File: src/verilog/dio_consts.svh
// Purpose: offsets, field positions and sizes of the digital line bank
// Assumes: 32-bit APB data, 12-bit byte address
// Notes:   every register takes one aligned word
`ifndef DIO_CONSTS_SVH
`define DIO_CONSTS_SVH

// sizes
`define DIO_LINES_PER_PORT   8
`define DIO_NUM_CONN         4
`define DIO_PORTS_PER_CONN   5
`define DIO_NUM_TRIG         8
`define DIO_ADDR_W           12
`define DIO_DATA_W           32
`define DIO_CH_W             8

// register byte offsets
`define DIO_OUT_BASE         12'h000
`define DIO_OEN_BASE         12'h080
`define DIO_IN_BASE          12'h100
`define DIO_LINE_CTRL        12'h180
`define DIO_PORT_MODE        12'h184
`define DIO_TRIG_OUT         12'h188
`define DIO_TRIG_OEN         12'h18C
`define DIO_TRIG_IN          12'h190
`define DIO_ARB_CFG          12'h194
`define DIO_WAIT_CFG         12'h1A0
`define DIO_WAIT_TMO         12'h1A4
`define DIO_WAIT_STAT        12'h1A8

// field positions
`define DIO_LINE_VAL_BIT     8
`define DIO_LINE_OE_BIT      9
`define DIO_WCFG_CH_LSB      8
`define DIO_WCFG_START_BIT   16
`define DIO_WSTAT_BUSY_BIT   0
`define DIO_WSTAT_DONE_BIT   1
`define DIO_WSTAT_TO_BIT     2

`endif

File: src/verilog/dio_pkg.sv
// Purpose: shared types of the digital line bank
// Assumes: nothing beyond the constants header
// Notes:   wait request and answer travel as packed structs
package dio_pkg;

  // kinds of wait
  typedef enum logic [2:0] {
    WAIT_RISE = 3'h0,
    WAIT_FALL = 3'h1,
    WAIT_ANY  = 3'h2,
    WAIT_HIGH = 3'h3,
    WAIT_LOW  = 3'h4
  } wait_mode_t;

  // gray along idle -> run -> done
  typedef enum logic [1:0] {
    WS_IDLE = 2'h0,
    WS_RUN  = 2'h1,
    WS_DONE = 2'h3
  } wait_state_t;

  typedef struct packed {
    logic               start;
    wait_mode_t         mode;
    logic signed [31:0] tmo;
  } wait_req_t;

  typedef struct packed {
    logic busy;
    logic done;
    logic timed_out;
  } wait_rsp_t;

endpackage : dio_pkg

File: src/verilog/digital_io_wait_timeout.sv
// Purpose: bank of connector lines and trigger lines behind APB, with waits
// Assumes: pins and user-side inputs are synchronous to clk_sys_i
// Notes:   APB answers with no wait states; read data taken at setup
//
// Functional notes
// - lines are grouped into eight-line groups accessed as one value.
// - an output group is written either group-wide or line-wise, never both.
// - the any-edge wait releases on the next change in either direction.
// - every wait takes a signed timeout counted in device clock cycles.
// - a zero timeout ends the wait at once as a timeout.
// - a negative timeout disables the timeout entirely.
// - a positive timeout N lets the wait run up to N cycles, then times out.
// - the falling-edge wait releases only on the next high-to-low change.
// - the rising-edge wait releases only on the next low-to-high change.
// - the high-level wait releases once the line is seen high, even at once.
// - the low-level wait releases once the line is seen low, even at once.
// - group k holds lines 8k to 8k+7, lowest line in bit zero.
// - there are 160 lines on four connectors of five groups each.
// - every line has a sampled input, an output value and an output enable.
// - the oscillator line works as one more trigger channel.
// - users sharing a channel are arbitrated, scheme chosen per channel.
`timescale 1ns/10ps
`include "dio_consts.svh"
module digital_io_wait_timeout
  import dio_pkg::*;
#(
  parameter int NUM_CONN       = `DIO_NUM_CONN,
  parameter int PORTS_PER_CONN = `DIO_PORTS_PER_CONN,
  parameter int NUM_TRIG       = `DIO_NUM_TRIG
)
(
  input  wire logic                                clk_sys_i,
  input  wire logic                                nrst_i,
  input  wire logic                                ce_i,
  // APB slave
  input  wire logic                                psel_i,
  input  wire logic                                penable_i,
  input  wire logic                                pwrite_i,
  input  wire logic [`DIO_ADDR_W-1:0]              paddr_i,
  input  wire logic [`DIO_DATA_W-1:0]              pwdata_i,
  output logic [`DIO_DATA_W-1:0]                   prdata_o,
  output logic                                     pready_o,
  output logic                                     pslverr_o,
  // connector lines
  input  wire logic [NUM_CONN*PORTS_PER_CONN*8-1:0] digital_line_i,
  output logic [NUM_CONN*PORTS_PER_CONN*8-1:0]      digital_line_o,
  output logic [NUM_CONN*PORTS_PER_CONN*8-1:0]      digital_line_oe_o,
  // trigger lines, top bit is the oscillator line
  input  wire logic [NUM_TRIG:0]                   system_trigger_line_i,
  output logic [NUM_TRIG:0]                        system_trigger_line_o,
  output logic [NUM_TRIG:0]                        system_trigger_line_oe_o,
  // second internal user, one request per channel
  input  wire logic [NUM_CONN*PORTS_PER_CONN+NUM_TRIG:0] usr_req_i,
  input  wire logic [NUM_CONN*PORTS_PER_CONN*8-1:0] usr_line_out_i,
  input  wire logic [NUM_CONN*PORTS_PER_CONN*8-1:0] usr_line_oe_i,
  input  wire logic [NUM_TRIG:0]                   usr_trig_out_i,
  input  wire logic [NUM_TRIG:0]                   usr_trig_oe_i,
  // wait status for user logic
  output logic                                     wait_busy_o,
  output logic                                     wait_done_o,
  output logic                                     wait_timed_out_o
);

  localparam int LPP = `DIO_LINES_PER_PORT;
  localparam int NP  = NUM_CONN * PORTS_PER_CONN;
  localparam int NL  = NP * LPP;
  localparam int NT  = NUM_TRIG + 1;
  localparam int NCH = NP + NT;
  localparam int NW  = NL + NT;

  ////////////////////////////////////////////////////////////////////////
  // refuse sizes the map cannot hold
  if (NCH > `DIO_DATA_W || NT > `DIO_DATA_W || NP > 32 ||
      NW > (1 << `DIO_CH_W) || NUM_CONN < 1 || PORTS_PER_CONN < 1)
  begin : g_bad_size
    $error("digital_io_wait_timeout: sizes exceed the register map");
  end

  typedef struct packed {
    logic [NL-1:0]          out;
    logic [NL-1:0]          oe;
    logic [NL-1:0]          smp;
    logic [NP-1:0]          line_mode;
    logic [NT-1:0]          t_out;
    logic [NT-1:0]          t_oe;
    logic [NT-1:0]          t_smp;
    logic [NCH-1:0]         arb;
    wait_mode_t             w_mode;
    logic [`DIO_CH_W-1:0]   w_ch;
    logic [31:0]            w_tmo;
    logic                   w_start;
    logic                   w_done;
    logic                   w_to;
    logic [`DIO_DATA_W-1:0] rdata;
    logic [NL-1:0]          pin_out;
    logic [NL-1:0]          pin_oe;
    logic [NT-1:0]          tpin_out;
    logic [NT-1:0]          tpin_oe;
  } regs_t;

  regs_t               r_ff;
  regs_t               nxt_r;
  logic [NCH-1:0]      gnt_usr;
  logic [NL-1:0]       drv_out;
  logic [NL-1:0]       drv_oe;
  logic [NT-1:0]       tdrv_out;
  logic [NT-1:0]       tdrv_oe;
  logic [NW-1:0]       all_smp;
  logic                wait_sig;
  wait_req_t           w_req;
  wait_rsp_t           w_rsp;
  logic                setup_ph;
  logic                wr_acc;
  logic                bad_acc;
  logic [4:0]          widx;
  logic [`DIO_ADDR_W-1:0] wbase;
  logic [`DIO_CH_W-1:0] lidx;

  ////////////////////////////////////////////////////////////////////////
  // per-channel arbitration between software and the user port
  for (genvar c = 0; c < NCH; c++)
  begin : g_arb
    logic sw_claims;
    if (c < NP)
    begin : g_grp
      assign sw_claims = |r_ff.oe[c*LPP +: LPP];
    end
    else
    begin : g_trg
      assign sw_claims = r_ff.t_oe[c-NP];
    end
    // scheme 0: user first; scheme 1: software first while it drives
    assign gnt_usr[c] = usr_req_i[c] & (~r_ff.arb[c] | ~sw_claims);
  end

  // expand grants onto lines, one value per group
  always_comb
  begin
    for (int i = 0; i < NL; i++)
    begin
      drv_out[i] = gnt_usr[i/LPP] ? usr_line_out_i[i] : r_ff.out[i];
      drv_oe[i]  = gnt_usr[i/LPP] ? usr_line_oe_i[i]  : r_ff.oe[i];
    end
    for (int t = 0; t < NT; t++)
    begin
      tdrv_out[t] = gnt_usr[NP+t] ? usr_trig_out_i[t] : r_ff.t_out[t];
      tdrv_oe[t]  = gnt_usr[NP+t] ? usr_trig_oe_i[t]  : r_ff.t_oe[t];
    end
  end

  ////////////////////////////////////////////////////////////////////////
  // wait engine on the selected sampled line or trigger
  assign all_smp = {r_ff.t_smp, r_ff.smp};
  assign wait_sig = (r_ff.w_ch < NW) ? all_smp[r_ff.w_ch] : 1'b0;
  assign w_req.start = r_ff.w_start;
  assign w_req.mode  = r_ff.w_mode;
  assign w_req.tmo   = r_ff.w_tmo;

  wait_engine u_wait
  (
    .clk_sys_i (clk_sys_i),
    .nrst_i    (nrst_i),
    .ce_i      (ce_i),
    .req_i     (w_req),
    .sig_i     (wait_sig),
    .rsp_o     (w_rsp)
  );

  ////////////////////////////////////////////////////////////////////////
  // APB decode: read at setup, write at access
  assign setup_ph = psel_i & ~penable_i;
  assign wr_acc   = psel_i & penable_i & pwrite_i & ~bad_acc;
  assign widx     = paddr_i[6:2];
  assign wbase    = {paddr_i[`DIO_ADDR_W-1:7], 7'h00};
  assign lidx     = pwdata_i[`DIO_CH_W-1:0];

  // unmapped, misaligned, or a write against the group's access style
  always_comb
  begin
    bad_acc = 1'b0;
    if (paddr_i[1:0] != 2'h0)
      bad_acc = 1'b1;
    else if (wbase == `DIO_OUT_BASE || wbase == `DIO_OEN_BASE)
      bad_acc = (int'(widx) >= NP) ||
                (pwrite_i && r_ff.line_mode[widx]);
    else if (wbase == `DIO_IN_BASE)
      bad_acc = (int'(widx) >= NP) || pwrite_i;
    else
    begin
      case (paddr_i)
        `DIO_LINE_CTRL:
          bad_acc = pwrite_i && ((int'(lidx) >= NL) ||
                    !r_ff.line_mode[lidx/LPP]);
        `DIO_PORT_MODE, `DIO_TRIG_OUT, `DIO_TRIG_OEN,
        `DIO_ARB_CFG, `DIO_WAIT_TMO:
          bad_acc = 1'b0;
        `DIO_TRIG_IN, `DIO_WAIT_STAT:
          bad_acc = pwrite_i;
        `DIO_WAIT_CFG:
          bad_acc = pwrite_i && pwdata_i[`DIO_WCFG_START_BIT] &&
                    (w_rsp.busy || r_ff.w_start);
        default:
          bad_acc = 1'b1;
      endcase
    end
  end

  ////////////////////////////////////////////////////////////////////////
  // next state of the whole block
  always_comb
  begin
    nxt_r         = r_ff;
    nxt_r.w_start = 1'b0;
    // sample pins every cycle
    nxt_r.smp     = digital_line_i;
    nxt_r.t_smp   = system_trigger_line_i;
    // pins follow the arbitrated drive one cycle later
    nxt_r.pin_out  = drv_out;
    nxt_r.pin_oe   = drv_oe;
    nxt_r.tpin_out = tdrv_out;
    nxt_r.tpin_oe  = tdrv_oe;

    // read data captured in the setup cycle
    if (setup_ph && !pwrite_i)
    begin
      nxt_r.rdata = '0;
      if (wbase == `DIO_OUT_BASE && int'(widx) < NP)
        nxt_r.rdata[LPP-1:0] = r_ff.out[widx*LPP +: LPP];
      else if (wbase == `DIO_OEN_BASE && int'(widx) < NP)
        nxt_r.rdata[LPP-1:0] = r_ff.oe[widx*LPP +: LPP];
      else if (wbase == `DIO_IN_BASE && int'(widx) < NP)
        nxt_r.rdata[LPP-1:0] = r_ff.smp[widx*LPP +: LPP];
      else
      begin
        case (paddr_i)
          `DIO_PORT_MODE: nxt_r.rdata[NP-1:0]  = r_ff.line_mode;
          `DIO_TRIG_OUT:  nxt_r.rdata[NT-1:0]  = r_ff.t_out;
          `DIO_TRIG_OEN:  nxt_r.rdata[NT-1:0]  = r_ff.t_oe;
          `DIO_TRIG_IN:   nxt_r.rdata[NT-1:0]  = r_ff.t_smp;
          `DIO_ARB_CFG:   nxt_r.rdata[NCH-1:0] = r_ff.arb;
          `DIO_WAIT_CFG:
          begin
            nxt_r.rdata[2:0] = r_ff.w_mode;
            nxt_r.rdata[`DIO_WCFG_CH_LSB +: `DIO_CH_W] = r_ff.w_ch;
          end
          `DIO_WAIT_TMO:  nxt_r.rdata = r_ff.w_tmo;
          `DIO_WAIT_STAT:
          begin
            nxt_r.rdata[`DIO_WSTAT_BUSY_BIT] = w_rsp.busy | r_ff.w_start;
            nxt_r.rdata[`DIO_WSTAT_DONE_BIT] = r_ff.w_done;
            nxt_r.rdata[`DIO_WSTAT_TO_BIT]   = r_ff.w_to;
          end
          default:        nxt_r.rdata = '0;
        endcase
      end
    end

    // writes take effect at the access edge only
    if (wr_acc)
    begin
      if (wbase == `DIO_OUT_BASE)
        nxt_r.out[widx*LPP +: LPP] = pwdata_i[LPP-1:0];
      else if (wbase == `DIO_OEN_BASE)
        nxt_r.oe[widx*LPP +: LPP] = pwdata_i[LPP-1:0];
      else
      begin
        case (paddr_i)
          `DIO_LINE_CTRL:
          begin
            nxt_r.out[lidx] = pwdata_i[`DIO_LINE_VAL_BIT];
            nxt_r.oe[lidx]  = pwdata_i[`DIO_LINE_OE_BIT];
          end
          `DIO_PORT_MODE: nxt_r.line_mode = pwdata_i[NP-1:0];
          `DIO_TRIG_OUT:  nxt_r.t_out     = pwdata_i[NT-1:0];
          `DIO_TRIG_OEN:  nxt_r.t_oe      = pwdata_i[NT-1:0];
          `DIO_ARB_CFG:   nxt_r.arb       = pwdata_i[NCH-1:0];
          `DIO_WAIT_TMO:  nxt_r.w_tmo     = pwdata_i;
          `DIO_WAIT_CFG:
          begin
            nxt_r.w_mode  = wait_mode_t'(pwdata_i[2:0]);
            nxt_r.w_ch    = pwdata_i[`DIO_WCFG_CH_LSB +: `DIO_CH_W];
            nxt_r.w_start = pwdata_i[`DIO_WCFG_START_BIT];
          end
          default: ;
        endcase
      end
    end

    // a fresh start clears done; a finishing wait sets it and wins
    if (r_ff.w_start)
      nxt_r.w_done = 1'b0;
    if (w_rsp.done)
    begin
      nxt_r.w_done = 1'b1;
      nxt_r.w_to   = w_rsp.timed_out;
    end
  end

  ////////////////////////////////////////////////////////////////////////
  // state register, frozen while the clock enable is low
  always_ff @(posedge clk_sys_i or negedge nrst_i)
  begin
    if (!nrst_i)
      r_ff <= '{w_mode: WAIT_RISE, default: '0};
    else if (ce_i)
      r_ff <= nxt_r;
  end

  ////////////////////////////////////////////////////////////////////////
  // outputs
  assign prdata_o                 = r_ff.rdata;
  assign pready_o                 = psel_i & penable_i; // no wait states
  assign pslverr_o                = psel_i & penable_i & bad_acc;
  assign digital_line_o           = r_ff.pin_out;
  assign digital_line_oe_o        = r_ff.pin_oe;
  assign system_trigger_line_o    = r_ff.tpin_out;
  assign system_trigger_line_oe_o = r_ff.tpin_oe;
  assign wait_busy_o              = w_rsp.busy | r_ff.w_start;
  assign wait_done_o              = w_rsp.done;
  assign wait_timed_out_o         = r_ff.w_to;

endmodule : digital_io_wait_timeout

File: src/verilog/wait_engine.sv
// Purpose: edge / level wait with a clock-tick timeout on one line
// Assumes: sig_i is already a sampled, synchronous level
// Notes:   done is a one-cycle pulse, timed_out holds until next start
`timescale 1ns/10ps
module wait_engine
  import dio_pkg::*;
(
  input  wire logic      clk_sys_i,
  input  wire logic      nrst_i,
  input  wire logic      ce_i,
  input  wire wait_req_t req_i,
  input  wire logic      sig_i,
  output wait_rsp_t      rsp_o
);

  typedef struct packed {
    wait_state_t st;
    wait_mode_t  mode;
    logic        inf;
    logic        prev;
    logic [31:0] cnt;
    logic        timed_out;
  } eng_regs_t;

  eng_regs_t r_ff;
  eng_regs_t nxt_r;
  logic      hit;
  logic      lvl_now;

  ////////////////////////////////////////////////////////////////////////
  // release conditions; edge waits against the value seen last cycle
  always_comb
  begin
    case (r_ff.mode)
      WAIT_RISE: hit = ~r_ff.prev & sig_i;
      WAIT_FALL: hit = r_ff.prev & ~sig_i;
      WAIT_ANY:  hit = r_ff.prev ^ sig_i;
      WAIT_HIGH: hit = sig_i;
      WAIT_LOW:  hit = ~sig_i;
      default:   hit = 1'b0;
    endcase
    // level waits may finish in the start cycle itself
    lvl_now = ((req_i.mode == WAIT_HIGH) & sig_i) |
              ((req_i.mode == WAIT_LOW) & ~sig_i);
  end

  ////////////////////////////////////////////////////////////////////////
  // sequencing and timeout count
  always_comb
  begin
    nxt_r = r_ff;
    case (r_ff.st)
      WS_IDLE:
      begin
        if (req_i.start)
        begin
          nxt_r.mode      = req_i.mode;
          nxt_r.prev      = sig_i;          // only later edges count
          nxt_r.inf       = req_i.tmo[31];
          nxt_r.cnt       = req_i.tmo;
          nxt_r.timed_out = 1'b0;
          if (req_i.tmo == 32'h0000_0000)
          begin
            nxt_r.st        = WS_DONE;
            nxt_r.timed_out = 1'b1;
          end
          else if (lvl_now)
            nxt_r.st = WS_DONE;
          else
            nxt_r.st = WS_RUN;
        end
      end
      WS_RUN:
      begin
        nxt_r.prev = sig_i;
        if (hit)
          nxt_r.st = WS_DONE;
        else if (!r_ff.inf && r_ff.cnt == 32'h0000_0001)
        begin
          nxt_r.st        = WS_DONE;
          nxt_r.timed_out = 1'b1;
        end
        else if (!r_ff.inf)
          nxt_r.cnt = r_ff.cnt - 32'h0000_0001;
      end
      WS_DONE:
        nxt_r.st = WS_IDLE;
      default:
        nxt_r.st = WS_IDLE;
    endcase
  end

  always_ff @(posedge clk_sys_i or negedge nrst_i)
  begin
    if (!nrst_i)
      r_ff <= '{st: WS_IDLE, mode: WAIT_RISE, default: '0};
    else if (ce_i)
      r_ff <= nxt_r;
  end

  assign rsp_o.busy      = (r_ff.st != WS_IDLE);
  assign rsp_o.done      = (r_ff.st == WS_DONE);
  assign rsp_o.timed_out = r_ff.timed_out;

endmodule : wait_engine
File: config.mk
export PLATFORM = sky130hd
export DESIGN_NAME = digital_io_wait_timeout
export DESIGN_NICKNAME = d
export VERILOG_FILES = /design/src/verilog/dio_pkg.sv /design/src/verilog/digital_io_wait_timeout.sv /design/src/verilog/wait_engine.sv
export VERILOG_INCLUDE_DIRS = /design/src /design/src/verilog
export SDC_FILE = /design/constraint.sdc
export NUM_CORES = 2
export LEC_CHECK = 0
export ABC_AREA = 1
export BUFFER_PORTS_ARGS = -buffer_cell sky130_fd_sc_hd__clkbuf_2
export CORE_MARGIN = 2
export CORE_UTILIZATION = 40
export CTS_CLUSTER_DIAMETER = 60
export DETAILED_ROUTE_END_ITERATION = 10
export RECOVER_POWER = 100
export SLEW_MARGIN = 20
export SYNTH_ARGS = -nofsm -noshare
export SYNTH_HDL_FRONTEND = slang
export SYNTH_SLANG_ARGS = --single-unit
File: constraint.sdc
create_clock -name clk_sys_i -period 2.8 [get_ports clk_sys_i]
set_input_delay 0 -clock clk_sys_i [delete_from_list [all_inputs] [get_ports clk_sys_i]]
set_output_delay 0 -clock clk_sys_i [all_outputs]
set_load 0.01 [all_outputs]
==> results_dict.tcl <==
set metrics [dict create \
    outcome "finished with violations" \
    failed_checks "max-capacitance violations, max-slew violations, negative setup slack" \
    io_pins 961 \
    syn-num-nets 9569 \
    cp.required_ns 3.54 \
    core_area_um2 153900 \
    antenna_found_initial 23 \
    fin_cells 13330 \
    peakVddDrop_mv 0.6044 \
    ys_ff_latch 1012 \
    start_kind "input port" \
    critical-path-max-stage-delay_ns 1.50 \
    drv_slew 189 \
    die_w_um 397.3 \
    die_y_um 397.3 \
    drtPass1Iterations 8 \
    synthTopCellsByArea "dfrtp_1, nand2_1, a21oi_1, o21ai_0, nand3_1" \
    cpMaxStageDelayCell "clkbuf_4" \
    placed_area_um2 70070 \
    clock_skew_ns 0.03275 \
    drt_wl_total_um 338300 \
    syn_inst 8974 \
    yosysUniqueCellTypes 52 \
    leakage_nw 40.70 \
    synth_top_area_frac 0.4093 \
    synth_area_um2 61870 \
    fin_ws_ns -0.3832 \
    wl_per_cell_um 25.37 \
    async_reset_ff_frac 1.000 \
    grt_first_pass_wirelength_um 484800 \
    layout_min_cycle_time_ns 3.183 \
    final-setup-viol-count 124 \
    period_share 1.137 \
    root_buffer "clkbuf_16" \
    numClockSinks 1012 \
    max_freq_mhz 314.2 \
    clockBufferDepth 3 \
    hold_path.class "input port to register" \
    routabilityCongestion 1.042 \
    vias 76410 \
    cpLargestDelayFamily "buffers and inverters" \
    portBuffers 960 \
    cts_tree "built" \
    drt_iter0_drc 9541 \
    design_area_um2 89100 \
    r2r_slack_ns -0.36 \
    synth-edff-count 0 \
    area_delta_synth_final_pct 44.01 \
    grt_max_degree 174 \
    yosysTopAreaCell "dfrtp_1" \
    path_max_fanout 173 \
    n_fill_cell 13870 \
    cp_data_arrival_time_ns 3.92 \
    crit_path_cell_trace "dlygate4sd3_1 > buf_8 > clkbuf_4 > nand2_1 > dlygate4sd3_1 > o21ai_0 > dlygate4sd3_1" \
    power_density_nw_per_um2 506.6 \
    hpwl_um 234000 \
    avgSynthCellArea_um2 6.895 \
    globalRoute.totalOverflow 0 \
    grt.total_usage 0.4114 \
    final_cell_mix "nand2_1, dlygate4sd3_1, a21oi_1" \
    grt_pass1_vias 74070 \
    cap_violations 3 \
    ant_nets 0 \
    worst_pin_slew_ns 2.158 \
    dp.cells 11680 \
    via_per_inst 5.731 \
    cts_made_buffers 135 \
    rsz0062_at_grt "yes" \
    hold_viol 0 \
    h-tree-depth 4 \
    dieArea_um2 157800 \
    drc 0 \
    critPathBufInv 5 \
    worst_hold_slack_ns 0.01406 \
    crit_type "input port to register" \
    pre_cts_ws_ns -0.4109 \
    fin_nets 11760 \
    final_common_cell "nand2_1" \
    yosys_warnings 0 \
    worst_setup_path_end_kind "register" \
    yosysSeqAreaShare 0.4093 \
    rows 144 \
    initial_core_util 0.4021 \
    synth_ff_type "dfrtp_1" \
    cp_common_cell "dlygate4sd3_1" \
    timing.slew.headroom -0.4385 \
    drive_gt1_frac 0.1490 \
    clkLatencyLatePin_ns 0.81 \
    clk_pin_slew_ns 0.06 \
]
## cell usage after synthesis, drive strengths merged, types with 35 or more instances
cell type / count
nand2: 2346
nor2: 750
o31ai: 69
buf: 548
nor3: 35
dfrtp: 1012
inv: 706
nand4: 60
nand3: 621
a21oi: 1180
o21ai: 872
clkbuf: 386
o22ai: 234
## path summary, 6_finish.rpt
path / depth (start not counted) / from / endpoint
max in group asynchronous: 5 / nrst_i / digital_line_oe_o[118]
worst min-delay path: 4 / pwdata_i[31] / r_ff[404]
min in group asynchronous: 4 / nrst_i / all_smp[25]
worst max-delay path: 7 / ce_i / all_smp[74]
worst min register to register: 2 / r_ff[928] / r_ff[928]
worst max register to register: 26 / r_ff[405] / u_wait.r_ff[9]
## cells by family after synthesis
logic type,Yosys count,synth area share
and+or+nand+nor,3846,0.2521
DFF,1012,0.4093
AOI/OAI and AO/OA,2433,0.2086
xor gates and xnor gates,14,0.002103
buffers and inverters,1660,0.1261
adders and majority gates,9,0.001820
## timing repair
action	in CTS	in global routing
endpoints found under the setup margin	37	197
buffers inserted	12	5
pin swaps	6	49
resized for setup	85	127
hold buffers	1371	0
cloned	11	4
hold endpoints to repair	1690	0
## flip-flops by register name (all words and copies together) (netlist names)
| signal | flops |
|---|---|
| g_arb.sw_claims | 9 |
| wait_timed_out_o | 1 |
| digital_line_o | 160 |
| u_wait.r_ff | 39 |
| system_trigger_line_o | 9 |
| prdata_o | 32 |
| all_smp | 169 |
| system_trigger_line_oe_o | 9 |
| digital_line_oe_o | 160 |
| r_ff | 423 |
| u_wait.rsp_o | 1 |
## report_power, final
| group | leakage, nW | total [mW] | switching (mW) | internal, mW |
|---|---|---|---|---|
| Sequential | 12.6 | 16.3 | 0.769 | 15.5 |
| Combinational | 25.7 | 10.0 | 5.87 | 4.13 |
| Clock | 2.32 | 18.9 | 7.51 | 11.3 |
| Total | 40.7 | 45.1 | 14.2 | 31.0 |
## worst reg2reg max path, cell delays in order, from the launching register on
cell      delay (ns)
dfrtp_4         0.48
buf_12          0.16
buf_16          0.16
o211ai_1        0.21
nand3_2         0.11
nand3_2         0.09
nand2_2         0.06
nand2_2         0.07
nand2_2         0.06
nor2_4          0.13
nand2_2         0.08
nand3_4         0.11
nand2_4         0.08
inv_4           0.06
ha_4            0.19
nor2_2          0.09
a21oi_1         0.04
o21ai_1         0.13
inv_1           0.05
nand2_1         0.06
nand2_2         0.06
nand2_2         0.07
nand2_4         0.09
buf_6           0.15
buf_16          0.14
nand3_1         0.07
nand2_1         0.05
## through the flow
step / utilization / power, mW / setup TNS [ns]
finish: 0.5791 / 45.14 / -18.44
global route: 0.5789 / 46.53 / -43.89
CTS: 0.5802 / 44.61 / -11.96
detailed placement: 0.4554 / 24.13 / -14.76
global placement: 0.4554 / 24.10 / -13.82
floorplan: - / 20.77 / 0
## per-layer routing
layer | part of all wire | track usage | vias up
met3 | 0.10 | 0.09121 | 1343
met1 | 0.38 | 0.5131 | 36220
met4 | 0.078 | 0.2759 | 16
met5 | 0.00036 | 0 | -
li1 | - | - | 33750
met2 | 0.44 | 0.6383 | 5092
## area by class of cell
cell class,count,area [µm²],area share
Antenna cell,17,42.54,0.0004774
Clock buffer,180,3904,0.04381
Clock inverter,60,858.3,0.009633
Inverter,726,2814,0.03158
Multi-Input combinational cell,6302,29400,0.3299
Sequential cell,1012,25330,0.2843
Tap cell,2044,2557,0.02870
Timing Repair Buffer,2992,24200,0.2716
Power figures use the tool's default switching activity.
